--- src/pcrc_defines.svh ---
// Register map, field positions, reset values and sizes of the CRC generator
`ifndef PCRC_DEFINES_SVH
`define PCRC_DEFINES_SVH

// ----------------------------------------------------------------
// Register byte offsets
// ----------------------------------------------------------------
`define PCRC_OFS_CTRL_ONE   12'h000
`define PCRC_OFS_CTRL_TWO   12'h004
`define PCRC_OFS_TERMS_LOW  12'h008
`define PCRC_OFS_TERMS_HIGH 12'h00c
`define PCRC_OFS_DATA       12'h010
`define PCRC_OFS_RESULT     12'h014
`define PCRC_OFS_STATUS     12'h018

// ----------------------------------------------------------------
// Control one field positions
// ----------------------------------------------------------------
`define PCRC_BIT_ENABLE     15
`define PCRC_BIT_FULL       7
`define PCRC_BIT_EMPTY      6
`define PCRC_BIT_IRQ_SEL    5
`define PCRC_BIT_START      4
`define PCRC_BIT_LSB_FIRST  3
`define PCRC_CNT_LSB        8

// ----------------------------------------------------------------
// Control two field positions
// ----------------------------------------------------------------
`define PCRC_WIDTH_LSB      8
`define PCRC_LEN_LSB        0

// ----------------------------------------------------------------
// Reset values and sizes
// ----------------------------------------------------------------
`define PCRC_RST_CTRL_ONE   16'h0000
`define PCRC_RST_CTRL_TWO   16'h0000
`define PCRC_RST_TERMS      16'h0000
`define PCRC_FIFO_DEPTH     16
`define PCRC_FIFO_DEEP_LEN  5'h07
`define PCRC_FIFO_NARROW    5'h08
`define PCRC_FIFO_WIDE      5'h10

`endif

--- src/pcrc_pkg.sv ---
// Types shared by the CRC generator
package pcrc_pkg;
    typedef enum logic [1:0] {PCRC_IDLE, PCRC_SHIFT} pcrc_state_e;
    typedef logic [31:0] pcrc_word_t;
endpackage

--- src/pcrc_top.sv ---
// Programmable CRC generator with AXI4-Lite register access
// ----------------------------------------------------------------
// Summary of operation
// RULE_01: Polynomials up to order 32; length from 5-bit field in control two.
// RULE_02: Each set term bit adds an XOR at that engine position.
// RULE_03: Constant term always XORed; lowest term bit not implemented.
// RULE_04: The Nth-order term is always used regardless of register bits.
// RULE_05: Software writes length 01111 or 11111 and sets present lower terms.
// RULE_06: Selectable shift direction, LSB first or MSB first.
// RULE_07: Word width and polynomial length are set independently.
// RULE_08: Interrupt output with a selectable trigger condition.
// RULE_09: Effective width and length are each field value plus one.
// RULE_10: Select 1 fires on FIFO empty while shifting; 0 on shift done.
// RULE_11: Clearing enable resets engine, FIFO, data, result; not other controls.
// RULE_12: Word count reports FIFO fill; max 8 when length field over 7, else 16.
// RULE_13: FIFO words shift through the engine in order while start is set.
// ----------------------------------------------------------------
//
// Register access over AXI4-Lite and the address map were chosen for this implementation.
`timescale 1ns/10ps
`include "pcrc_defines.svh"
module pcrc_top
    import pcrc_pkg::*;
#(
    parameter int DEPTH = `PCRC_FIFO_DEPTH
) (
    // Clock and reset
    input  wire logic        clk_i,
    input  wire logic        rst_n_i,
    // AXI4-Lite write
    input  wire logic [11:0] s_axi_awaddr,
    input  wire logic        s_axi_awvalid,
    output logic             s_axi_awready,
    input  wire logic [31:0] s_axi_wdata,
    input  wire logic [3:0]  s_axi_wstrb,
    input  wire logic        s_axi_wvalid,
    output logic             s_axi_wready,
    output logic [1:0]       s_axi_bresp,
    output logic             s_axi_bvalid,
    input  wire logic        s_axi_bready,
    // AXI4-Lite read
    input  wire logic [11:0] s_axi_araddr,
    input  wire logic        s_axi_arvalid,
    output logic             s_axi_arready,
    output logic [31:0]      s_axi_rdata,
    output logic [1:0]       s_axi_rresp,
    output logic             s_axi_rvalid,
    input  wire logic        s_axi_rready,
    // Interrupt
    output logic             crc_irq_o
);
    // ------------------------------------------------------------
    // Register state
    // ------------------------------------------------------------
    logic        module_enable_q, irq_condition_select_q, shifter_start_q, lsb_first_select_q;
    logic [4:0]  word_width_field_q, poly_length_field_q;
    logic [15:0] poly_terms_low_q, poly_terms_high_q;
    pcrc_word_t  result_register_q;
    logic        aw_got_q, w_got_q;
    logic [11:0] awaddr_q;
    pcrc_word_t  wdata_q;
    logic [3:0]  wstrb_q;
    logic        irq_q, was_empty_q;

    // ------------------------------------------------------------
    // FIFO in memory plus a two-entry stage toward the engine
    // ------------------------------------------------------------
    pcrc_word_t  fifo_mem [DEPTH];
    logic [4:0]  rd_ptr_q, wr_ptr_q, fifo_word_count_q;
    wire  [4:0]  fifo_max = (poly_length_field_q > `PCRC_FIFO_DEEP_LEN) ?
                            `PCRC_FIFO_NARROW : `PCRC_FIFO_WIDE; // RULE_12
    wire         fifo_full  = (fifo_word_count_q >= fifo_max);
    wire         fifo_empty = (fifo_word_count_q == 5'd0);
    wire         flush      = !module_enable_q; // RULE_11

    // Write channel decode
    wire         wr_fire  = aw_got_q && w_got_q && !s_axi_bvalid;
    wire         wr_data  = wr_fire && (awaddr_q == `PCRC_OFS_DATA);
    wire         push     = wr_data && !fifo_full && module_enable_q;
    wire         stg_ready;
    wire         stg_valid;
    wire         eng_take;
    pcrc_word_t  stg_data;
    wire         pop      = !fifo_empty && stg_ready && shifter_start_q; // RULE_13

    pcrc_skid #(
        .WIDTH(32)
    ) u_stage (
        .clk_i      (clk_i),
        .rst_n_i    (rst_n_i),
        .flush_i    (flush),
        .in_valid_i (pop),
        .in_ready_o (stg_ready),
        .in_data_i  (fifo_mem[rd_ptr_q[3:0]]),
        .out_valid_o(stg_valid),
        .out_ready_i(eng_take),
        .out_data_o (stg_data)
    );

    function automatic logic [4:0] ptr_inc(input logic [4:0] p);
        ptr_inc = (p == 5'(DEPTH - 1)) ? 5'd0 : p + 5'd1;
    endfunction

    always_ff @(posedge clk_i or negedge rst_n_i)
    begin
        if (!rst_n_i)
        begin
            rd_ptr_q          <= 5'd0;
            wr_ptr_q          <= 5'd0;
            fifo_word_count_q <= 5'd0;
        end
        else if (flush)
        begin
            rd_ptr_q          <= 5'd0; // RULE_11
            wr_ptr_q          <= 5'd0;
            fifo_word_count_q <= 5'd0;
        end
        else
        begin
            if (push)
                wr_ptr_q <= ptr_inc(wr_ptr_q);
            if (pop)
                rd_ptr_q <= ptr_inc(rd_ptr_q);
            fifo_word_count_q <= fifo_word_count_q + {4'd0, push} - {4'd0, pop}; // RULE_12
        end
    end

    always_ff @(posedge clk_i)
    begin
        if (push)
            fifo_mem[wr_ptr_q[3:0]] <= wdata_q;
    end

    // ------------------------------------------------------------
    // Shift engine, one bit per clock
    // ------------------------------------------------------------
    pcrc_state_e state_q;
    pcrc_word_t  shreg_q;
    logic [4:0]  bit_cnt_q;
    wire         eng_idle = (state_q == PCRC_IDLE);
    assign       eng_take = eng_idle && stg_valid && shifter_start_q;
    wire  [4:0]  top_bit  = poly_length_field_q; // RULE_09
    // Term mask: bit 0 forced, Nth term implicit as feedback
    wire  pcrc_word_t terms = {poly_terms_high_q, poly_terms_low_q[15:1], 1'b1}; // RULE_02 RULE_03
    wire  [4:0]  msb_pos  = word_width_field_q - bit_cnt_q; // RULE_07
    wire         in_bit   = lsb_first_select_q ? shreg_q[bit_cnt_q] : shreg_q[msb_pos]; // RULE_06
    wire         fb       = result_register_q[top_bit] ^ in_bit; // RULE_04
    wire  [31:0] len_mask = 32'hffffffff >> (5'd31 - top_bit); // RULE_01
    wire  pcrc_word_t crc_next = ({result_register_q[30:0], 1'b0} ^ (fb ? terms : 32'h0))
                                 & len_mask;
    wire         last_bit = (bit_cnt_q == word_width_field_q); // RULE_09

    always_ff @(posedge clk_i or negedge rst_n_i)
    begin
        if (!rst_n_i)
        begin
            state_q           <= PCRC_IDLE;
            shreg_q           <= 32'h00000000;
            bit_cnt_q         <= 5'd0;
            result_register_q <= 32'h00000000;
        end
        else if (flush)
        begin
            state_q           <= PCRC_IDLE; // RULE_11
            bit_cnt_q         <= 5'd0;
            result_register_q <= 32'h00000000;
        end
        else if (wr_fire && awaddr_q == `PCRC_OFS_RESULT && eng_idle)
            result_register_q <= wdata_q; // Seed value
        else
        begin
            unique case (state_q)
                PCRC_IDLE:
                    if (eng_take)
                    begin
                        shreg_q   <= stg_data;
                        bit_cnt_q <= 5'd0;
                        state_q   <= PCRC_SHIFT; // RULE_13
                    end
                PCRC_SHIFT:
                begin
                    result_register_q <= crc_next;
                    bit_cnt_q         <= bit_cnt_q + 5'd1;
                    if (last_bit)
                        state_q <= PCRC_IDLE;
                end
            endcase
        end
    end

    // ------------------------------------------------------------
    // Interrupt: one-cycle pulse on the selected event
    // ------------------------------------------------------------
    wire all_empty = fifo_empty && !stg_valid;
    wire done_ev   = (state_q == PCRC_SHIFT) && last_bit && all_empty;
    wire empty_ev  = all_empty && !was_empty_q && !eng_idle;

    always_ff @(posedge clk_i or negedge rst_n_i)
    begin
        if (!rst_n_i)
        begin
            irq_q       <= 1'b0;
            was_empty_q <= 1'b1;
        end
        else
        begin
            irq_q       <= module_enable_q && (irq_condition_select_q ? empty_ev : done_ev); // RULE_08 RULE_10
            was_empty_q <= all_empty;
        end
    end
    assign crc_irq_o = irq_q;

    // ------------------------------------------------------------
    // AXI4-Lite slave
    // ------------------------------------------------------------
    assign s_axi_awready = !aw_got_q;
    assign s_axi_wready  = !w_got_q;
    assign s_axi_arready = !s_axi_rvalid;
    assign s_axi_bresp   = 2'b00;
    assign s_axi_rresp   = 2'b00;

    wire [15:0] ctrl_one = {module_enable_q, 2'b00, fifo_word_count_q, fifo_full, fifo_empty,
                            irq_condition_select_q, shifter_start_q, lsb_first_select_q, 3'b000};
    wire [15:0] ctrl_two = {3'b000, word_width_field_q, 3'b000, poly_length_field_q};
    logic [31:0] rd_mux;
    always_comb
    begin
        unique case (s_axi_araddr)
            `PCRC_OFS_CTRL_ONE:   rd_mux = {16'h0000, ctrl_one};
            `PCRC_OFS_CTRL_TWO:   rd_mux = {16'h0000, ctrl_two};
            `PCRC_OFS_TERMS_LOW:  rd_mux = {16'h0000, poly_terms_low_q[15:1], 1'b0};
            `PCRC_OFS_TERMS_HIGH: rd_mux = {16'h0000, poly_terms_high_q};
            `PCRC_OFS_RESULT:     rd_mux = result_register_q;
            `PCRC_OFS_STATUS:     rd_mux = {30'h0, !eng_idle, stg_valid};
            default:              rd_mux = 32'h00000000;
        endcase
    end

    always_ff @(posedge clk_i or negedge rst_n_i)
    begin
        if (!rst_n_i)
        begin
            aw_got_q     <= 1'b0;
            w_got_q      <= 1'b0;
            awaddr_q     <= 12'h000;
            wdata_q      <= 32'h00000000;
            wstrb_q      <= 4'h0;
            s_axi_bvalid <= 1'b0;
            s_axi_rvalid <= 1'b0;
            s_axi_rdata  <= 32'h00000000;
        end
        else
        begin
            if (s_axi_awvalid && s_axi_awready)
            begin
                aw_got_q <= 1'b1;
                awaddr_q <= s_axi_awaddr;
            end
            if (s_axi_wvalid && s_axi_wready)
            begin
                w_got_q <= 1'b1;
                wdata_q <= s_axi_wdata;
                wstrb_q <= s_axi_wstrb;
            end
            if (wr_fire)
                s_axi_bvalid <= 1'b1;
            else if (s_axi_bvalid && s_axi_bready)
            begin
                s_axi_bvalid <= 1'b0;
                aw_got_q     <= 1'b0;
                w_got_q      <= 1'b0;
            end
            if (s_axi_arvalid && s_axi_arready)
            begin
                s_axi_rvalid <= 1'b1;
                s_axi_rdata  <= rd_mux;
            end
            else if (s_axi_rvalid && s_axi_rready)
                s_axi_rvalid <= 1'b0;
        end
    end

    // Control registers survive enable clear; only the datapath is flushed
    always_ff @(posedge clk_i or negedge rst_n_i)
    begin
        if (!rst_n_i)
        begin
            {module_enable_q, irq_condition_select_q} <= 2'b00;
            {shifter_start_q, lsb_first_select_q}     <= 2'b00;
            word_width_field_q  <= 5'd0;
            poly_length_field_q <= 5'd0;
            poly_terms_low_q    <= `PCRC_RST_TERMS;
            poly_terms_high_q   <= `PCRC_RST_TERMS;
        end
        else if (wr_fire)
        begin
            unique case (awaddr_q)
                `PCRC_OFS_CTRL_ONE:
                begin
                    if (wstrb_q[1])
                        module_enable_q <= wdata_q[`PCRC_BIT_ENABLE];
                    if (wstrb_q[0])
                    begin
                        irq_condition_select_q <= wdata_q[`PCRC_BIT_IRQ_SEL];
                        shifter_start_q        <= wdata_q[`PCRC_BIT_START];
                        lsb_first_select_q     <= wdata_q[`PCRC_BIT_LSB_FIRST];
                    end
                end
                `PCRC_OFS_CTRL_TWO:
                begin
                    if (wstrb_q[1])
                        word_width_field_q <= wdata_q[`PCRC_WIDTH_LSB +: 5]; // RULE_07
                    if (wstrb_q[0])
                        poly_length_field_q <= wdata_q[`PCRC_LEN_LSB +: 5]; // RULE_01
                end
                `PCRC_OFS_TERMS_LOW:
                begin
                    if (wstrb_q[0])
                        poly_terms_low_q[7:0] <= {wdata_q[7:1], 1'b0};
                    if (wstrb_q[1])
                        poly_terms_low_q[15:8] <= wdata_q[15:8];
                end
                `PCRC_OFS_TERMS_HIGH:
                begin
                    if (wstrb_q[0])
                        poly_terms_high_q[7:0] <= wdata_q[7:0];
                    if (wstrb_q[1])
                        poly_terms_high_q[15:8] <= wdata_q[15:8];
                end
                default:
                    ;
            endcase
        end
    end
endmodule

--- src/pcrc_skid.sv ---
// Two-entry buffer with valid and ready on both sides
`timescale 1ns/10ps
module pcrc_skid #(
    parameter int WIDTH = 32
) (
    // Clock and reset
    input  wire logic             clk_i,
    input  wire logic             rst_n_i,
    input  wire logic             flush_i,
    // Fill side
    input  wire logic             in_valid_i,
    output logic                  in_ready_o,
    input  wire logic [WIDTH-1:0] in_data_i,
    // Drain side
    output logic                  out_valid_o,
    input  wire logic             out_ready_i,
    output logic [WIDTH-1:0]      out_data_o
);
    logic [WIDTH-1:0] mem_q [2];
    logic             wp_q;
    logic             rp_q;
    logic [1:0]       cnt_q;
    wire              push = in_valid_i && in_ready_o;
    wire              pop  = out_valid_o && out_ready_i;

    assign in_ready_o  = (cnt_q != 2'd2);
    assign out_valid_o = (cnt_q != 2'd0);
    assign out_data_o  = mem_q[rp_q];

    always_ff @(posedge clk_i or negedge rst_n_i)
    begin
        if (!rst_n_i)
        begin
            wp_q  <= 1'b0;
            rp_q  <= 1'b0;
            cnt_q <= 2'd0;
        end
        else if (flush_i)
        begin
            wp_q  <= 1'b0;
            rp_q  <= 1'b0;
            cnt_q <= 2'd0;
        end
        else
        begin
            if (push)
                wp_q <= ~wp_q;
            if (pop)
                rp_q <= ~rp_q;
            cnt_q <= cnt_q + {1'b0, push} - {1'b0, pop};
        end
    end

    always_ff @(posedge clk_i)
    begin
        if (push)
            mem_q[wp_q] <= in_data_i;
    end
endmodule

--- config.mk ---
export PLATFORM = sky130hd
export DESIGN_NAME = pcrc_top
export DESIGN_NICKNAME = d
export VERILOG_FILES = /design/src/pcrc_pkg.sv /design/src/pcrc_top.sv /design/src/pcrc_skid.sv
export VERILOG_INCLUDE_DIRS = /design/src
export SDC_FILE = /design/constraint.sdc
export NUM_CORES = 1
export LEC_CHECK = 0
export ABC_AREA = 1
export BUFFER_PORTS_ARGS = -buffer_cell sky130_fd_sc_hd__buf_4
export CAP_MARGIN = 20
export CELL_PAD_IN_SITES_DETAIL_PLACEMENT = 1
export CELL_PAD_IN_SITES_GLOBAL_PLACEMENT = 1
export CORE_MARGIN = 8
export CORE_UTILIZATION = 50
export CTS_CLUSTER_SIZE = 30
export DETAILED_ROUTE_END_ITERATION = 8
export PLACE_DENSITY_LB_ADDON = 0.25
export SLEW_MARGIN = 25
export SYNTH_ARGS = -nofsm -noshare
export SYNTH_HDL_FRONTEND = slang
export SYNTH_HIERARCHICAL = 1
export SYNTH_SLANG_ARGS = --single-unit
--- constraint.sdc ---
create_clock -name clk_i -period 4.97 [get_ports clk_i]
set_input_delay 0.497 -clock clk_i [delete_from_list [all_inputs] [get_ports clk_i]]
set_output_delay 0.497 -clock clk_i [all_outputs]
set_load 0.02 [all_outputs]
* Yosys cells after proc, flatten, opt, wreduce, memory -nomap -nowiden
Memories as Yosys holds them, arrays and structs flattened. A register that Yosys moved wholly into a read port is not among the register bits.
Index checks and enable logic that the tools add are counted.
** Storage, ports and cells
- Flip-flop bits (word level) :: 187
- Memory bits (writable) :: 576
- Output and inout bits :: 42
- Word-level logic and storage cells :: 176
- Memories kept :: 2
** Memory list
- fifo_mem :: words 16, width 32, rd ports 1, clocked after memory_dff 0, wr ports 1, RTL line pcrc_top.sv:68 : pcrc_word_t fifo_mem [DEPTH];
- u_stage.mem_q :: words 2, width 32, rd ports 1, clocked after memory_dff 1, wr ports 1, RTL line pcrc_skid.sv:19 : logic [WIDTH-1:0] mem_q [2];
** Cells by class
- Add/sub/neg operators :: 9
- Magnitude comparators :: 5
- Eq/ne operators :: 23
- Shift-type cells :: 1
- Mux-type cells :: 49
- Bitwise logic cells :: 6
- Reductions and logical operators :: 52
** Operator list (number)
- $pmux 32 s6 :: 1
- $mux 32 :: 4
- $mux 5 :: 11
- $eq 12x4->1 const B :: 4
- $eq 12x5->1 const B :: 4
- $and 32x32->32 :: 1
- $shr 32x5->32 const A :: 1
- $xor 32x32->32 :: 1
- $reduce_and 3->1 :: 9
- $eq 12x3->1 const B :: 2
- $logic_and 1x1->1 :: 24
- $logic_not 12->1 :: 2
- $mux 1 :: 23
- $lt 5x6->1 const B :: 3
- $add 5x1->5 const B :: 3
- $bmux 1 s5 :: 3
- $eq 5x4->1 const B :: 2
- $logic_not 1->1 :: 10
- $mux 2 :: 5
- $pmux 5 s2 :: 1
- $ne 2x1->1 const B :: 4
- $reduce_bool 2->1 :: 3
- $add 5x1->5 :: 1
- $eq 5x5->1 :: 1
- 19 further kinds :: 22

* Longest topological paths before layout
- Word-level depth :: 11
- Mapped depth :: 22
- Depth with buffers taken out :: 21

* By module
Netlist, hierarchy kept.
** By module, submodules not included
- pcrc_top :: times used 1, cells each 2841, area an instance 31109.8 µm²
- pcrc_skid :: times used 1, cells each 202, area an instance 2666.3 µm²

* Worst setup path before layout
No wires, ideal clock.
- Kind :: reg2reg
- Start :: register poly_length_field_q[3]
- End :: memory fifo_mem[0][0] (netlist name) (enable)
- Setup time :: 421 ps
- Data arrival time :: 3365 ps
- Required time :: 4549 ps
- Setup slack :: 1184 ps
- Stages on the path, launching flop included :: 13
- Buffers on the path :: 1
- Period minus slack after synthesis :: 3786 ps
- Path through :: dfrtp_1 -> buf_2 -> nor2_1 -> inv_1 -> ha_1 -> nand3_1 -> nand2_1 -> a21o_1 -> nor3_1 -> inv_1 -> nor2_1 -> nand2_1 -> nor2_1
** Between the ends
- Longest elaborated chain between the ends :: 8
** RTL lines
- from (decl) :: RTL line pcrc_top.sv:56 : logic [4:0] word_width_field_q, poly_length_field_q;
- from (signal assigned) :: RTL line pcrc_top.sv:314 : poly_length_field_q <= wdata_q[`PCRC_LEN_LSB +: 5];
- $gt 5x3->1 (no line)
- $mux 5 (no line)
- $ge 5x5->1 :: RTL line pcrc_top.sv:72 : wire fifo_full = (fifo_word_count_q >= fifo_max);
- $logic_not 1->1 :: RTL line pcrc_top.sv:79 : wire push = wr_data && !fifo_full && module_enable_q;
- $logic_and 1x1->1 (2 in series) :: RTL line pcrc_top.sv:79
- $mux 1 :: RTL line pcrc_top.sv:130 : if (push)
- $mux 1 (not written as such) :: RTL line pcrc_top.sv:131 : fifo_mem[wr_ptr_q[3:0]] <= wdata_q;
- to (decl) :: RTL line pcrc_top.sv:68
Every way passes these cells.

* Worst setup path after layout
- Start :: register bit_cnt_q[1]
- End :: register result_register_q[26]
** Between the ends
- Longest elaborated chain between the ends :: 11
- Elaborated cells on any way between the ends :: 13
- Those cells by class :: 1 x add/sub; 9 x mux; 3 x bitwise
** RTL lines
- from (decl) :: RTL line pcrc_top.sv:139 : logic [4:0] bit_cnt_q;
- from (signal assigned) :: RTL line pcrc_top.sv:183 : bit_cnt_q <= bit_cnt_q + 5'd1;
- $sub 5x5->5 :: RTL line pcrc_top.sv:145 : wire [4:0] msb_pos = word_width_field_q - bit_cnt_q;
- $bmux 1 s5 :: RTL line pcrc_top.sv:146 : wire in_bit = lsb_first_select_q ? shreg_q[bit_cnt_q] : shreg_q[msb_pos];
- $mux 1 (not written as such) :: RTL line pcrc_top.sv:146
- $mux 1 * :: RTL line pcrc_top.sv:146
- $xor 1x1->1 * :: RTL line pcrc_top.sv:147 : wire fb = result_register_q[top_bit] ^ in_bit;
- $mux 32 * :: RTL line pcrc_top.sv:149 : wire pcrc_word_t crc_next = ({result_register_q[30:0], 1'b0} ^ (fb ? terms : 32'h0))
- $xor 32x32->32 * :: RTL line pcrc_top.sv:149
- $and 32x32->32 * :: RTL line pcrc_top.sv:150 : & len_mask;
- $mux 32 * :: RTL line pcrc_top.sv:172 : unique case (state_q)
- $mux 32 * :: RTL line pcrc_top.sv:168 : else if (wr_fire && awaddr_q == `PCRC_OFS_RESULT && eng_idle)
- $mux 32 * :: RTL line pcrc_top.sv:162 : else if (flush)
- to (signal assigned) :: RTL line pcrc_top.sv:169 : result_register_q <= wdata_q;
- to (signal assigned) :: RTL line pcrc_top.sv:182 : result_register_q <= crc_next;
- to (decl) :: RTL line pcrc_top.sv:58 : pcrc_word_t result_register_q;
Every way passes the cells marked *; elsewhere a longest branch is shown, timed or not. The select of a mux whose other input is x is not followed.
A chain may end at the register's enable or synchronous reset.

==> results.md <==
Finish:
- From synthesis to final layout, the design area changed by 13.3%.
- Leaving out fill and tap cells, the most frequent cells in the layout are sky130_fd_sc_hd__edfxtp_1, sky130_fd_sc_hd__nand2_1, sky130_fd_sc_hd__nor2_1.
- The fraction of layout cells with a size suffix above 1 is 0.120.
- The most common library cell in the layout ignoring fill and taps is sky130_fd_sc_hd__edfxtp_1.
- At the end of the flow the core is filled with cells to 0.571.
- For this run, the post-layout net count is 3197.

Floorplanning:
- In this run the core area contains 95 standard-cell rows.
- The starting utilization of the core area is 0.504.
- The horizontal extent of the die is 276 um.
- For this design the top-level I/O count stands at between 100 and 150.
- The floorplan step defined a die boundary enclosing 76100 um2.
- The die is 276 um tall.
- The core region is about 67000 um2.

Detailed routing:
- The count of vias placed by the detailed router is 24700.
- In this run, the number of DRC markers left after iteration 0 of detailed routing was 2395.
- In the routed design, unresolved DRC markers number 0.
- Dividing the detail-routed via count by the number of cells gives 6.09.
- The iteration count of the initial detailed-routing pass is 5.
- The wire length reported by the detailed router is 108 mm.
- The final antenna-violating net count is 0.
- The routed length per placed instance is 26.7 um.

Worst hold path:
- In this run the most critical hold path is launched from s_axi_rready.
- The hold-critical path depth is 2.
- The path with the worst hold slack has its endpoint at s_axi_rvalid.
- The path category of the worst min-delay check is in -> reg.

Setup path:
- The worst setup path is captured at a flop.
- The arrival time at the worst endpoint is 4700 ps.
- Together, buffers and inverters on the worst path number 2.
- The critical path goes through clkinv_1 > fa_1 > inv_1 > nand3_1 > nand2_1 > nand2_1 > nand3_1 > nand3_1 > nand2_1 > nand2_1 > nand3_2 > nand2_4 > nand3_1 > nand3_1 > nand2_1 > nand2_1 > nand2_1.
- The startpoint of the worst register-to-register path is bit_cnt_q[1].
- At the worst endpoint, the required time is 5490 ps.
- The worst setup path is of the reg -> reg kind.
- The slowest stage of the critical path belongs to the cell sky130_fd_sc_hd__fa_1.
- The cell type group with the largest total delay on the critical path is simple AND/OR/NAND/NOR gates.
- The capturing point of the worst reg2reg path is result_register_q[26].
- The most repeated library cell on the critical path is sky130_fd_sc_hd__nand2_1.
- The reg-to-reg setup timing slack is 790 ps.
- The path depth of the worst reg2reg path is 17.
- The critical-path maximum fanout is 60.
- The most critical setup path has its startpoint at bit_cnt_q[1].
- The delay of the slowest cell on the worst path is between 800 and 900 ps.
- STA classifies the critical path startpoint as a flop.

Synth:
- In the synthesized netlist, the number of instances is 3043.
- The number of flip-flops and latches in the synthesized netlist is about 800.
- The number of synthesized flops with an enable pin is 576.
- The Yosys warning count is 6.
- After synthesis, the share of flip-flops with an asynchronous set or reset is 0.275.
- The mapped netlist covers 33800 um2.
- The most used flip-flop cell after synthesis is sky130_fd_sc_hd__edfxtp_1.
- The unique cell type count in the Yosys netlist is a little under 60.
- The share of the yosys chip area belonging to registers is 0.674.
- The post-synthesis area per instance is 11.1 um2.

STA:
- Timing would allow up to around 240 MHz.
- Setup violations remaining at the end of the flow were counted as 0.
- The share of the cycle needed by the critical path after routing is 0.840.
- Adding up every negative setup slack in the final design gives 0 ps.
- The worst hold slack after final layout is roughly 63 ps.
- The hold violation count in the final report is 0.
- The pin slew with the least headroom to its limit is 1030 ps.
- The shortest clock period the worst path allows after layout is 4180 ps.
- The post-layout worst setup margin is 794 ps.
- The final max-slew violation count came to 0.
- Setup repair after global routing left no endpoint under its margin.
- The setup clock skew after layout is ~42 ps.
- The worst-case headroom to the max-slew limit is 0.310.

Flow run:
- The number of max-cap violations is 0.

CTS:
- Once the clock tree was built, the resizer swapped 0 gates to a different size.
- The buffer count from post-CTS setup fixing is 0.
- After clock tree synthesis, the clock-pin slew on the worst setup and hold paths is 60 ps.
- Buffers inserted to repair hold after CTS numbered 1.
- Clock tree synthesis found a total of about 790 sinks.
- The clock tree from TritonCTS is done.
- The clock insertion delay at the later pin of the skew report is 660 ps.
- The clock passes through at most 3 buffers.
- The buffer type at the clock tree root is sky130_fd_sc_hd__clkbuf_16.
- Counting the buffers created by CTS gives 83.
- The clock tree synthesis step divided the H-tree into 3 levels.

Global route:
- The via count of the first global-routing pass is 26300.
- The pin count of the biggest net entering global routing is 258.
- The remaining global-route overflow is 0.
- The number of antenna violations at the first check in global routing was 4.
- The total global-route track usage is 0.282.
- The wire length of the first global-routing pass is 162 mm.

Status:
- The flow ran to the end, and the final reports show no timing, DRC or antenna violations.

Placement:
- The routability-driven placement congestion ratio is 0.931.
- The final HPWL from detailed placement is 68.4 mm.
- The pre-CTS worst setup slack is around 750 ps.
- Port buffering added 102 buffers.

Pwr:
- The static leakage power is 14.3 nW.
- The worst supply voltage drop on vdd is approximately 0.53 mV.
- The power density of the placed cells is 414 nW/um2.
[power breakdown]
part	switching [mW]	internal, mW
Clock	2.67	3.69
Sequential	0.940	7.95
Combinational	0.377	0.214
[cells in the mapped netlist (all sizes together), types with 2 or more instances]
cell type  number  area (um2)
a221oi          5        43.8
a32o            2        20.0
buf            49         365
nor3           16        85.1
inv           149         569
clkinv          6        23.8
a31oi           3        18.8
fa              2        40.0
nand3b          5        37.5
o221ai         51         447
o31ai          16         120
clkbuf        121         484
nand4           6        37.5
o211ai         28         210
xnor2           2        17.5
dfrtp         217        5430
xor2            3        26.3
ha             20         250
mux2           50         563
o21ai         342        1710
edfxtp        576       17300
a21boi          2        15.0
a211oi          2        15.0
nor4            3        25.0
o22ai          80         500
nand2         527        2030
nand3         223        1130
a21oi         117         601
nor2          407        1550
o2111ai         3        26.3
[layout make-up]
type                    instances  area [um2]
fillers                      6943       28800
flip-flops and latches        794       22800
multi-input cells            1927        9750
clock buffers                 111        2220
repair buffers                147        1300
well taps                     873        1090
inverters                     155         598
clock inverters                39         553
diodes                          1        2.50
[cell families after synthesis]
kind of cell / Yosys count / synth area share
muxes: 50 / 0.0167
other: 1 / 0.000111
xor gates and xnor gates: 5 / 0.00130
AOI/OAI and AO/OA: 658 / 0.112
adders and majority gates: 22 / 0.00859
and+or+nand+nor: 1188 / 0.145
buffers and inverters: 325 / 0.0427
DFF: 794 / 0.674
[flip-flops by register name, summed over array words and instances (netlist names), 12 cells and up]
name,flops
u_stage/mem_q,64
result_register_q,32
poly_terms_high_q,16
poly_terms_low_q,15
shreg_q,32
wdata_q,32
fifo_mem,512
awaddr_q,12
s_axi_rdata,32
[layer usage]
| layer | GRT usage | wire, um | share of wire |
|---|---|---|---|
| met4 | 0.0882 | 3320 | 0.031 |
| met3 | 0.0471 | 7030 | 0.065 |
| met1 | 0.369 | 44000 | 0.41 |
| met5 | 0 | 13 | 0.00012 |
| met2 | 0.482 | 53600 | 0.50 |
[how the worst max path moves through the flow]
stage | endpoint | slack [ps] | cells after the start
floorplan | fifo_mem[0][0] | 1180 | 12
global placement | result_register_q[26] | 880 | 17
detailed placement | result_register_q[26] | 750 | 17
CTS | result_register_q[26] | 720 | 17
global route | result_register_q[27] | 530 | 17
finish | result_register_q[26] | 790 | 17
[per-stage QoR]
stage | total power [mW] | area [um2] | instances
floorplan | 8.84 | 33800 | 3046
global placement | 9.48 | 35400 | 3893
detailed placement | 9.60 | 35400 | 3893
CTS | 15.9 | 38200 | 4044
global route | 16.2 | 38300 | 4046
finish | 15.8 | 38300 | 4047
Power figures use the tool's default switching activity.
